### src/hbus_decoder_consts.vh
// Constants for the host bus request decoder
`ifndef HBUS_DECODER_CONSTS_VH
`define HBUS_DECODER_CONSTS_VH

// ----------------------------------------
// First request phase codes
// ----------------------------------------
`define CODE_DEFER_REPLY 5'h00
`define CODE_RESERVED_01 5'h01
`define CODE_MEM_RD_INV 5'h02
`define CODE_RESERVED_03 5'h03
`define CODE_MEM_CODE_RD 5'h04
`define CODE_MEM_WB 5'h05
`define CODE_MEM_DATA_RD 5'h06
`define CODE_MEM_WR 5'h07
`define CODE_INTA_SPEC 5'h08
`define CODE_BTM 5'h09
`define CODE_IO_RD 5'h10
`define CODE_IO_WR 5'h11

// ----------------------------------------
// Second phase codes and field positions
// ----------------------------------------
`define CODE2_INTA 5'h00
`define CODE2_SPECIAL 5'h01
`define CODE2_BTM 5'h00
`define SIZE_MSB 4
`define SIZE_LSB 3
`define SIZE_OK 2'h0
`define LEN_MSB 1
`define LEN_LSB 0
`define LEN_UPTO8 2'h0
`define LEN_16 2'h1
`define LEN_32 2'h2
`define LEN_RSVD 2'h3

// ----------------------------------------
// Routing targets
// ----------------------------------------
`define ROUTE_NONE 3'h0
`define ROUTE_DRAM 3'h1
`define ROUTE_HUB 3'h2
`define ROUTE_LOCAL 3'h3
`define ROUTE_SPECIAL 3'h4
`define ROUTE_DEFER 3'h5
`define ROUTE_DISCARD 3'h6

// ----------------------------------------
// Response status encodings
// ----------------------------------------
`define RESP_IDLE 3'h0
`define RESP_RETRY 3'h1
`define RESP_DEFER 3'h2
`define RESP_NODATA 3'h5
`define RESP_IWB 3'h6
`define RESP_DATA 3'h7

// ----------------------------------------
// Queue depth
// ----------------------------------------
`define IOQ_DEPTH 4
`define IOQ_PTR_W 2

`endif

### src/hbus_req_classify.v
// Combinational classification of one decoded host bus request
`timescale 1ns/1ps
`include "hbus_decoder_consts.vh"

module hbus_req_classify (
   // Request phase codes
   input wire [4:0] i_code_one,
   input wire [4:0] i_code_two,
   // Address side information
   input wire i_addr_dram,
   input wire i_addr_cfg,
   // Classification result
   output reg [2:0] o_route,
   output reg o_is_write,
   output reg o_is_mem,
   output reg o_bad_len
);

   wire [1:0] len_code;
   wire size_ok;

   // Field extraction; both size codes checked for memory cycles, phase two only for I/O
   assign len_code = i_code_two[`LEN_MSB:`LEN_LSB];
   assign size_ok = (i_code_one[`SIZE_MSB:`SIZE_LSB] == `SIZE_OK) &&
                    (i_code_two[`SIZE_MSB:`SIZE_LSB] == `SIZE_OK);

   // ----------------------------------------
   // Decode table
   // ----------------------------------------
   always @* begin
      o_route = `ROUTE_NONE;
      o_is_write = 1'b0;
      o_is_mem = 1'b0;
      o_bad_len = (len_code == `LEN_RSVD);
      case (i_code_one)
         `CODE_DEFER_REPLY: begin
            o_route = `ROUTE_DEFER;
            o_bad_len = 1'b0;
         end
         `CODE_INTA_SPEC: begin
            o_bad_len = 1'b0;
            if (i_code_two == `CODE2_INTA)
               o_route = `ROUTE_HUB;
            else if (i_code_two == `CODE2_SPECIAL)
               o_route = `ROUTE_SPECIAL;
         end
         `CODE_BTM: begin
            o_bad_len = 1'b0;
            if (i_code_two == `CODE2_BTM) begin
               o_route = `ROUTE_DISCARD;
               o_is_write = 1'b1;
            end
         end
         `CODE_IO_RD, `CODE_IO_WR: begin
            o_is_write = i_code_one[0];
            // Own config space stays local
            if (i_code_two[`SIZE_MSB:`SIZE_LSB] == `SIZE_OK && !o_bad_len)
               o_route = i_addr_cfg ? `ROUTE_LOCAL : `ROUTE_HUB;
         end
         `CODE_MEM_RD_INV, `CODE_MEM_CODE_RD, `CODE_MEM_DATA_RD: begin
            o_is_mem = 1'b1;
            if (size_ok && !o_bad_len)
               o_route = i_addr_dram ? `ROUTE_DRAM : `ROUTE_HUB;
         end
         `CODE_MEM_WB: begin
            o_is_mem = 1'b1;
            o_is_write = 1'b1;
            if (size_ok && !o_bad_len)
               o_route = `ROUTE_DRAM;
         end
         `CODE_MEM_WR: begin
            o_is_mem = 1'b1;
            o_is_write = 1'b1;
            if (size_ok && !o_bad_len)
               o_route = i_addr_dram ? `ROUTE_DRAM : `ROUTE_HUB;
         end
         default: begin
            o_route = `ROUTE_NONE;
         end
      endcase
   end

endmodule

### src/hbus_request_decoder.v
// Host bus request decoder with in-order queue and response selection
`timescale 1ns/1ps
`include "hbus_decoder_consts.vh"

module hbus_request_decoder #(
   parameter DEPTH = `IOQ_DEPTH,
   parameter PTR_W = `IOQ_PTR_W
) (
   // Clock, reset, enable
   input wire i_ref_clk,
   input wire i_sys_rst,
   input wire i_clk_en,
   // Request phase from processor bus logic
   input wire i_req_valid,
   input wire [4:0] i_request_code_phase_one,
   input wire [4:0] i_request_code_phase_two,
   input wire [7:0] i_byte_lane_enables,
   input wire i_addr_dram,
   input wire i_addr_cfg,
   input wire i_locked,
   // Snoop result of the oldest transaction not yet snooped
   input wire i_snoop_valid,
   input wire i_snoop_hitm,
   // Downstream resource state
   input wire i_dram_busy,
   input wire i_hub_busy,
   input wire i_defer_enable,
   // Response strobe from bus logic
   input wire i_resp_ready,
   // Queue status and dispatch
   output reg o_ioq_full,
   output reg o_dispatch_valid,
   output reg [2:0] o_dispatch_route,
   output reg o_dispatch_write,
   output reg [7:0] o_byte_lane_enables,
   // Response status lines
   output reg o_resp_valid,
   output reg o_response_status_bit_two,
   output reg o_response_status_bit_one,
   output reg o_response_status_bit_zero
);

   // ----------------------------------------
   // Queue storage and pointers
   // ----------------------------------------
   reg [2:0] q_route [0:DEPTH-1];
   reg q_write [0:DEPTH-1];
   reg q_empty_rd [0:DEPTH-1];
   reg q_locked [0:DEPTH-1];
   reg q_hitm [0:DEPTH-1];
   reg q_snooped [0:DEPTH-1];
   reg q_mem [0:DEPTH-1];
   reg [PTR_W-1:0] wr_ptr;
   reg [PTR_W-1:0] rd_ptr;
   reg [PTR_W-1:0] snp_ptr;
   reg [PTR_W:0] count;
   reg [PTR_W:0] snp_count;

   wire [2:0] cls_route;
   wire cls_write;
   wire cls_mem;
   wire cls_bad_len;
   wire push;
   wire pop;
   wire snoop_take;
   reg [2:0] next_status;
   reg [2:0] head_route;
   reg head_write;

   // Pointer advance with wrap, used by all three pointers
   function [PTR_W-1:0] ptr_inc;
      input [PTR_W-1:0] p;
      begin
         if (p == DEPTH[PTR_W-1:0] - 1'b1)
            ptr_inc = {PTR_W{1'b0}};
         else
            ptr_inc = p + 1'b1;
      end
   endfunction

   // ----------------------------------------
   // Request classification
   // ----------------------------------------
   hbus_req_classify u_classify (
      .i_code_one(i_request_code_phase_one),
      .i_code_two(i_request_code_phase_two),
      .i_addr_dram(i_addr_dram),
      .i_addr_cfg(i_addr_cfg),
      .o_route(cls_route),
      .o_is_write(cls_write),
      .o_is_mem(cls_mem),
      .o_bad_len(cls_bad_len)
   );

   // Full queue refuses new requests; bus logic must stall the pipeline
   assign push = i_clk_en && i_req_valid && (count < DEPTH);
   // Response only after the head has its snoop result
   assign pop = i_clk_en && i_resp_ready && (count != 0) && (snp_count != 0);
   assign snoop_take = i_clk_en && i_snoop_valid && (count > snp_count);

   // ----------------------------------------
   // Head of queue view
   // ----------------------------------------
   always @* begin
      head_route = q_route[rd_ptr];
      head_write = q_write[rd_ptr];
   end

   // ----------------------------------------
   // Response status selection
   // ----------------------------------------
   // Retry and defer only for classes that permit them; writeback never
   always @* begin
      next_status = `RESP_NODATA;
      if (q_hitm[rd_ptr]) begin
         next_status = `RESP_IWB;
      end else begin
         case (head_route)
            `ROUTE_HUB: begin
               if (i_hub_busy)
                  next_status = `RESP_RETRY;
               else if (i_defer_enable && (!head_write || !cls_mem_dummy(1'b0)))
                  next_status = `RESP_DEFER;
               else
                  next_status = head_write ? `RESP_NODATA : `RESP_DATA;
            end
            `ROUTE_DRAM: begin
               if (i_dram_busy && q_locked[rd_ptr] && !head_write)
                  next_status = `RESP_RETRY;
               else if (head_write || q_empty_rd[rd_ptr])
                  next_status = `RESP_NODATA;
               else
                  next_status = `RESP_DATA;
            end
            `ROUTE_LOCAL: begin
               if (head_write || q_empty_rd[rd_ptr])
                  next_status = `RESP_NODATA;
               else
                  next_status = `RESP_DATA;
            end
            default: begin
               // Deferred reply, special, discard and rejected requests
               next_status = `RESP_NODATA;
            end
         endcase
      end
   end

   // Hub memory writes are not deferrable; I/O writes are
   function cls_mem_dummy;
      input dummy;
      begin
         cls_mem_dummy = dummy | q_mem[rd_ptr];
      end
   endfunction

   // ----------------------------------------
   // Queue and pointer update
   // ----------------------------------------
   integer k;
   always @(posedge i_ref_clk or posedge i_sys_rst) begin
      if (i_sys_rst) begin
         wr_ptr <= {PTR_W{1'b0}};
         rd_ptr <= {PTR_W{1'b0}};
         snp_ptr <= {PTR_W{1'b0}};
         count <= {(PTR_W+1){1'b0}};
         snp_count <= {(PTR_W+1){1'b0}};
         for (k = 0; k < DEPTH; k = k + 1) begin
            q_route[k] <= `ROUTE_NONE;
            q_write[k] <= 1'b0;
            q_empty_rd[k] <= 1'b0;
            q_locked[k] <= 1'b0;
            q_hitm[k] <= 1'b0;
            q_snooped[k] <= 1'b0;
            q_mem[k] <= 1'b0;
         end
      end else if (i_clk_en) begin
         if (push) begin
            q_route[wr_ptr] <= cls_bad_len ? `ROUTE_NONE : cls_route;
            q_write[wr_ptr] <= cls_write;
            q_mem[wr_ptr] <= cls_mem;
            q_empty_rd[wr_ptr] <= (i_byte_lane_enables == 8'h00) && !cls_write;
            q_locked[wr_ptr] <= i_locked;
            q_hitm[wr_ptr] <= 1'b0;
            q_snooped[wr_ptr] <= 1'b0;
            wr_ptr <= ptr_inc(wr_ptr);
         end
         // Snoop results arrive in request order
         if (snoop_take) begin
            q_hitm[snp_ptr] <= i_snoop_hitm;
            q_snooped[snp_ptr] <= 1'b1;
            snp_ptr <= ptr_inc(snp_ptr);
         end
         if (pop)
            rd_ptr <= ptr_inc(rd_ptr);
         count <= count + {{PTR_W{1'b0}}, push} - {{PTR_W{1'b0}}, pop};
         snp_count <= snp_count + {{PTR_W{1'b0}}, snoop_take} - {{PTR_W{1'b0}}, pop};
      end
   end

   // ----------------------------------------
   // Registered outputs
   // ----------------------------------------
   always @(posedge i_ref_clk or posedge i_sys_rst) begin
      if (i_sys_rst) begin
         o_ioq_full <= 1'b0;
         o_dispatch_valid <= 1'b0;
         o_dispatch_route <= `ROUTE_NONE;
         o_dispatch_write <= 1'b0;
         o_byte_lane_enables <= 8'h00;
         o_resp_valid <= 1'b0;
         o_response_status_bit_two <= 1'b0;
         o_response_status_bit_one <= 1'b0;
         o_response_status_bit_zero <= 1'b0;
      end else if (i_clk_en) begin
         o_ioq_full <= (count + {{PTR_W{1'b0}}, push} - {{PTR_W{1'b0}}, pop}) == DEPTH;
         o_dispatch_valid <= push;
         o_dispatch_route <= cls_bad_len ? `ROUTE_NONE : cls_route;
         o_dispatch_write <= cls_write;
         // Trace messages carry no data downstream
         o_byte_lane_enables <= (cls_route == `ROUTE_DISCARD) ? 8'h00 :
                                i_byte_lane_enables;
         o_resp_valid <= pop;
         // Idle encoding between responses
         if (pop) begin
            o_response_status_bit_two <= next_status[2];
            o_response_status_bit_one <= next_status[1];
            o_response_status_bit_zero <= next_status[0];
         end else begin
            o_response_status_bit_two <= 1'b0;
            o_response_status_bit_one <= 1'b0;
            o_response_status_bit_zero <= 1'b0;
         end
      end
   end

endmodule

### config.mk
export PLATFORM = sky130hd
export DESIGN_NAME = hbus_request_decoder
export DESIGN_NICKNAME = d
export VERILOG_FILES = /design/src/hbus_req_classify.v /design/src/hbus_request_decoder.v
export VERILOG_INCLUDE_DIRS = /design/src /design/src/src
export SDC_FILE = /design/constraint.sdc
export NUM_CORES = 1
export LEC_CHECK = 0
export BUFFER_PORTS_ARGS = -buffer_cell sky130_fd_sc_hd__buf_4
export CORE_MARGIN = 4
export CORE_UTILIZATION = 57
export CTS_CLUSTER_DIAMETER = 30
export CTS_CLUSTER_SIZE = 10
export DETAILED_ROUTE_END_ITERATION = 6
export HOLD_SLACK_MARGIN = 0.02
export PLACE_DENSITY_LB_ADDON = 0.12
export SYNTH_ARGS = -nofsm -noshare
export SYNTH_HDL_FRONTEND = slang
export SYNTH_SLANG_ARGS = --single-unit
### constraint.sdc
create_clock -name i_ref_clk -period 3.5 [get_ports i_ref_clk]
set_clock_uncertainty 0.1 [all_clocks]
set_input_delay 0.7 -clock i_ref_clk [delete_from_list [all_inputs] [get_ports i_ref_clk]]
set_output_delay 0.7 -clock i_ref_clk [all_outputs]
set_load 0.02 [all_outputs]
==> results of run 1 <==
[placed cells by master, fill, tap and decap left out, types with 2 or more instances in the layout]
cell	synthesis	layout
o211ai_1	5	5
clkbuf_8	0	12
fa_1	2	2
xnor2_1	3	3
nor4_1	3	3
nor3_1	3	3
ha_1	19	19
o2111ai_1	2	2
a31oi_1	3	3
or4_1	2	2
dfrtp_1	62	62
nor2_1	14	14
a21o_1	3	3
a22o_1	9	9
inv_1	25	24
nand2b_1	4	4
mux2i_1	4	4
nand2_1	38	38
mux4_2	2	2
a211oi_1	2	2
a21oi_1	10	10
o21ai_0	25	25
nor2b_1	7	7
mux4_1	6	6
buf_4	0	50
a41oi_1	5	5
mux2_2	12	12
[final timing paths]
path | from | end | slack, ns
setup / recovery | count[1] | snp_count[2] | 0.52
hold / removal | q_empty_rd[3] | q_empty_rd[3] | 0.38
setup reg to reg | count[1] | snp_count[2] | 0.52
hold reg to reg | q_empty_rd[3] | q_empty_rd[3] | 0.38
max in group asynchronous | i_sys_rst | q_write[2] | 2.30
min in group asynchronous | i_sys_rst | o_ioq_full | 0.49
[final cells by class]
cell class              count  area share [%]
clock buffers              12            4.20
multi-input cells         206            41.1
flip-flops and latches     62            39.4
repair buffers             50            9.54
clock inverters             3            1.08
well taps                  72            2.29
inverters                  25            2.38
[logic make-up after synthesis]
| logic type | Yosys count | synth area share [%] |
|---|---|---|
| xor+xnor | 3 | 0.792 |
| fa+ha+maj | 22 | 8.67 |
| mux | 24 | 11.4 |
| flops | 62 | 46.7 |
| simple gates | 79 | 11.8 |
| compound gates | 78 | 16.1 |
| buf+inv | 38 | 4.56 |
[synthesized netlist by cell type (2+ instances only)]
cell / n / share of area (%)
buf_1: 2 / 0.23
a22o_1: 9 / 2.4
or4_1: 2 / 0.45
mux2i_1: 4 / 1.2
a41oi_1: 5 / 1.3
a211oi_1: 2 / 0.45
nor3_1: 3 / 0.45
ha_1: 19 / 7.2
mux4_1: 6 / 4.7
o211ai_1: 5 / 1.1
a31oi_1: 3 / 0.57
mux2_2: 12 / 4.1
nor2b_1: 7 / 1.3
nand2_1: 38 / 4.3
clkbuf_1: 9 / 1.0
a21o_1: 3 / 0.68
nor2_1: 14 / 1.6
fa_1: 2 / 1.2
dfrtp_1: 62 / 47
nor4_1: 3 / 0.57
inv_1: 25 / 2.8
nand2b_1: 4 / 0.75
mux4_2: 2 / 1.4
a21oi_1: 10 / 1.5
o2111ai_1: 2 / 0.53
xnor2_1: 3 / 0.79
o21ai_0: 25 / 3.8
[state kept, by name (all words and copies together) (netlist names), 2 cells and up]
signal               flops
o_byte_lane_enables      8
count                    3
q_route                 12
q_locked                 4
q_write                  4
snp_ptr                  2
q_empty_rd               4
snp_count                3
q_hitm                   4
rd_ptr                   2
q_mem                    4
wr_ptr                   2
o_dispatch_route         3
[power groups by stage]
stage	Clock (mW)	Combinational (mW)	Sequential [mW]
floorplan	0	0.779	1.09
global placement	0	0.990	1.12
CTS	0.668	1.04	1.12
detailed placement	0	1.03	1.13
finish	0.658	1.04	1.12
global route	0.703	1.17	1.15
[through the flow]
stage | area [um^2] | cells | hold slack [ns] | utilization, % | power (mW)
2_1_floorplan | 3320 | 306 | 0.342 | - | 1.87
3_3_place_gp | 3730 | 415 | 0.355 | 66.9 | 2.11
3_5_place_dp | 3730 | 415 | 0.363 | 66.9 | 2.16
4_1_cts | 3940 | 430 | 0.380 | 70.6 | 2.83
5_1_grt | 3940 | 430 | 0.402 | 70.6 | 3.02
6_report | 3940 | 430 | 0.377 | 70.6 | 2.82
[routing by layer]
| metal | track usage, % | vias up | part of all wire (%) |
|---|---|---|---|
| li1 | - | 1199 | - |
| met1 | 28.9 | 1262 | 45 |
| met2 | 36.7 | 50 | 50 |
| met3 | 4.71 | 10 | 3.8 |
| met4 | 8.92 | 0 | 1.7 |
| met5 | 0 | - | 0 |
[worst max-delay path: stages (launching register included)]
cell     delay (ns)
dfrtp_1        0.47
ha_1           0.34
nor2b_1        0.14
o21a_1         0.21
o21ai_0        0.34
ha_1           0.31
inv_1          0.06
ha_1           0.13
inv_1          0.05
fa_1           0.37
xnor2_1        0.14
nor2_1         0.06
xnor2_1        0.15
==> summary.md, run 1 <==
| Metric | Value |
|---|---|
| Crit end category | register |
| Global-route wire length before repair | 12.5 mm |
| Internal power | 1.82 mW |
| Pwr Density | 716 mW/mm^2 |
| Crit Path Max Fanout | 6 |
| Flop pwr share | 39.9% |
| Wire length per cell | 17.3 um |
| Logic pwr share | 36.8% |
| Initial Util | 59.6% |
| Status | finished clean |
| Max-slew headroom | 48.2% |
| Setup Total Neg Slack | 0 ns |
| Vias in the first global route | 2599 |
| Via density | 5.86 |
| Post CTS Setup Buffer Count | 0 |
| IO Port Bufs | 48 |
| Place WS | 0.326 ns |
| Filler cells | 426 |
| Chip height | 84.3 um |
| Startpoint Class | register |
| Antenna viol nets, final | 0 |
| Pins Over Slew Limit | 0 |
| Area Overhead vs Synth | 18.5% |
| Num rows | 27 |
| Tightest Pin Transition | 0.768 ns |
| Sink Count | 62 |
| Mapped Area | 0.00332 mm^2 |
| Clk root buf | clkbuf_8 |
| Crit path required time | 3.62 ns |
| Grt ovf | 0 |
| FF+latch count, synth | 62 |
| Clock transition at path regs | 0.07 ns |
| Maxcap violations | 0 |
| VDD IR-drop max | 422 uV |
| NetSw | 0.995 mW |
| Synth Net Count | 358 |
| Worst Reg-to-Reg Cells | 12 |
| Post-route setup slack | 0.524 ns |
| Clock Latency Late Sink | 0.34 ns |
| Layout cell share with drive strength beyond 1 | 23.5% |
| Routed Wire Length | 7.43 mm |
| Deepest clock path buffer count | 2 |
| Io pins | 49 |
| Mean post-synth cell area | 10.8 um^2 |
| Synth Flop Type | dfrtp_1 |
| FMAX | 336 MHz |
| Hold Buf Count CTS | 0 |
| Hpwl dp | 5.20 mm |
| Switching share of power | 35.3% |
| Worst hold path class | register to register |
| Via count | 2521 |
| Post-synthesis sequential area ratio | 46.7% |
| Cts repair resizes | 0 |
| Total track usage | 22.3% |
| Multi-input gate area | 0.00162 mm^2 |
| Die X | 84.3 um |
| N_diodes | 0 |
| Post-synthesis cell count | 306 |
| Period minus WS final | 2.98 ns |
| Synth async-reset ratio | 100% |
| RSZ-0062 raised after global routing | false |
| Fin crit share | 85.0% |
| Distinct cell type count after synthesis | 52 |
| Post-synth EDFFs | 0 |
| Initial antenna violation count | 0 |
| CTS H-tree depth | 3 |
| Initial DRC Count | 157 |
| DRC Markers | 0 |
| Die area | 0.00711 mm^2 |
| Pin count of the biggest net entering global routing | 63 |
| CTS Buf Count | 9 |
| CTS tree | done |
| Drt first pass iters | 4 |
| Core area | 0.00557 mm^2 |
| Hold Crit Depth | 2 |
| Final setup fails | 0 |
| # nets final | 406 |
| Final hold vios | 0 |
| Sequential cell area | 0.00155 mm^2 |
| Kind of critical path | register to register |
| Routability cong. | 0.807 |
| CP arrival | 3.09 ns |
| Leakage | 1.91 nW |
| Clock power share | 23.4% |
| Yosys warns | 0 |
(Power assumes the default switching activity.)
==> inputs of run 2 (changes only) <==
--- a/config.mk
+++ b/config.mk
@@ -7,8 +7,10 @@
 export NUM_CORES = 1
 export LEC_CHECK = 0
 export BUFFER_PORTS_ARGS = -buffer_cell sky130_fd_sc_hd__buf_4
-export CORE_MARGIN = 4
-export CORE_UTILIZATION = 57
+export CELL_PAD_IN_SITES_DETAIL_PLACEMENT = 0
+export CELL_PAD_IN_SITES_GLOBAL_PLACEMENT = 1
+export CORE_MARGIN = 3
+export CORE_UTILIZATION = 45
 export CTS_CLUSTER_DIAMETER = 30
 export CTS_CLUSTER_SIZE = 10
 export DETAILED_ROUTE_END_ITERATION = 6
==> summary.md, run 2 (synthesis results as in run 1) <==
| Metric | Value |
|---|---|
| Status | finished clean |
| Die area | 0.00844 mm^2 (+19%) |
| Commonest cells after routing, fill and taps aside | dfrtp_1 (62), buf_4 (53), nand2_1 (38), o21ai_0 (25), inv_1 (24) |
| IO Port Bufs | 48 (unchanged) |
| Post CTS Setup Buffer Count | 0 (unchanged) |
| Max-slew headroom | 30.8% (-17 points) |
| Die X | 91.9 um (+9.0%) |
| Pins Over Slew Limit | 0 (unchanged) |
| Initial Util | 47.5% (-12 points) |
| Num rows | 30 (+11%) |
| Grt ovf | 0 (unchanged) |
| Via count | 2460 (-2.4%) |
| Drt first pass iters | 4 (unchanged) |
| CTS tree | done |
| VDD IR-drop max | 255 uV (-40%) |
| FMAX | 338 MHz (+0.72%) |
| CP arrival | 3.11 ns (+0.02 ns) |
| Pin count of the biggest net entering global routing | 50 (-21%) |
| Crit Path Max Fanout | 5 (-1) |
| # nets final | 409 (+0.74%) |
| Antenna viol nets, final | 0 (unchanged) |
| Period minus WS final | 2.95 ns (-0.0214 ns) |
| Startpoint Class | register |
| Cts repair resizes | 0 (unchanged) |
| Final setup fails | 0 (unchanged) |
| Tightest Pin Transition | 1.04 ns (+0.268 ns) |
| Most common cell after layout, fill and taps aside | dfrtp_1 |
| Core area | 0.00698 mm^2 (+25%) |
| Sink Count | 62 (unchanged) |
| Crit path required time | 3.66 ns (+0.04 ns) |
| Routed Wire Length | 7.19 mm (-3.3%) |
| Clock Latency Late Sink | 0.34 ns (about the same) |
| Initial antenna violation count | 0 (unchanged) |
| Io pins | 49 (unchanged) |
| Wire length per cell | 15.7 um (-9.2%) |
| Pwr Density | 694 mW/mm^2 (-3.0%) |
| Layout cell share with drive strength beyond 1 | 24.0% (+0.57 points) |
| CTS Buf Count | 9 (unchanged) |
| Hold_ws | 0.375 ns (-0.00219 ns) |
| Area Overhead vs Synth | 19.9% |
| Tot Pwr | 2.76 mW (-1.9%) |
| Sequential cell area | 0.00155 mm^2 (unchanged) |
| Core Util, Final | 57.0% (-14 points) |
| Deepest clock path buffer count | 2 (unchanged) |
| Chip height | 91.9 um (+9.0%) |
| Total track usage | 18.3% (-4.0 points) |
| Final hold vios | 0 (unchanged) |
| Hpwl dp | 5.33 mm (+2.7%) |
| Clk root buf | clkbuf_8 |
| Worst hold path class | register to register |
| Maxcap violations | 0 (unchanged) |
| Filler cells | 655 (+54%) |
| Routability cong. | 0.832 (+3.1%) |
| Setup Total Neg Slack | 0 ns (unchanged) |
| Clock transition at path regs | 0.07 ns (about the same) |
| Via density | 5.37 (-8.4%) |
| N_diodes | 0 (unchanged) |
| Initial DRC Count | 98 (-38%) |
| Vias in the first global route | 2477 (-4.7%) |
| CTS H-tree depth | 3 (unchanged) |
| Multi-input gate area | 0.00162 mm^2 (unchanged) |
| Largest register FFs | 12 (unchanged) |
| Crit end category | register |
| DRC Markers | 0 (unchanged) |
| RSZ-0062 raised after global routing | false |
| Kind of critical path | register to register |
| Global-route wire length before repair | 12.1 mm (-3.8%) |
| Hold Buf Count CTS | 0 (unchanged) |
| Largest Register | q_route |
| Leakage | 1.91 nW (+0.29%) |
| R2R Setup Slk | 0.55 ns (+0.02 ns) |
| Top flop regs | q_route x12, o_byte_lane_enables x8 |
| Fin crit share | 84.4% (-0.61 points) |
## run 2: report_power, final
group	switching [mW]	total (mW)	internal, mW
logic	0.504	1.02	0.514
clock network	0.282	0.630	0.348
registers	0.189	1.11	0.926
## run 2: final timing paths
path / from / endpoint / cells past startpoint
worst min register to register: q_route[7] / q_route[7] / 2
min in group asynchronous: i_sys_rst / o_ioq_full / 2
max in group asynchronous: i_sys_rst / o_byte_lane_enables[3] / 3
worst max register to register: snp_count[1] / snp_count[2] / 13
worst min-delay path: q_route[7] / q_route[7] / 2
worst max-delay path: snp_count[1] / snp_count[2] / 13
## run 2: critical path, stage by stage (launching register included)
cell and delay, ns:
dfrtp_1 0.45, inv_1 0.07, ha_1 0.28, nor2b_1 0.13, o21a_1 0.21, o21ai_0 0.35
ha_1 0.31, inv_1 0.06, ha_1 0.13, inv_1 0.04, fa_1 0.37, xnor2_1 0.13
nor2_1 0.11, xnor2_1 0.12
## run 2: routing by layer
layer  track usage, %  share of wire (%)
met4             7.92                1.9
met2             28.0                 46
met1             25.0                 47
met5                0                  0
met3             4.02                4.9
## run 2: per-stage QoR
stage | cell area (um^2) | setup slack [ns] | instances
2_1_floorplan | 3320 | 0.756 | 306
3_3_place_gp | 3780 | 0.527 | 442
3_5_place_dp | 3780 | 0.474 | 442
4_1_cts | 3980 | 0.526 | 458
5_1_grt | 3980 | 0.250 | 458
6_report | 3980 | 0.546 | 458
## run 2: area by class of cell
type                    count  area share (%)
inverters                  25            2.36
clock inverters             5            1.48
repair buffers             53            10.0
clock buffers              11            3.55
multi-input cells         206            40.6
well taps                  96            3.02
flip-flops and latches     62            39.0
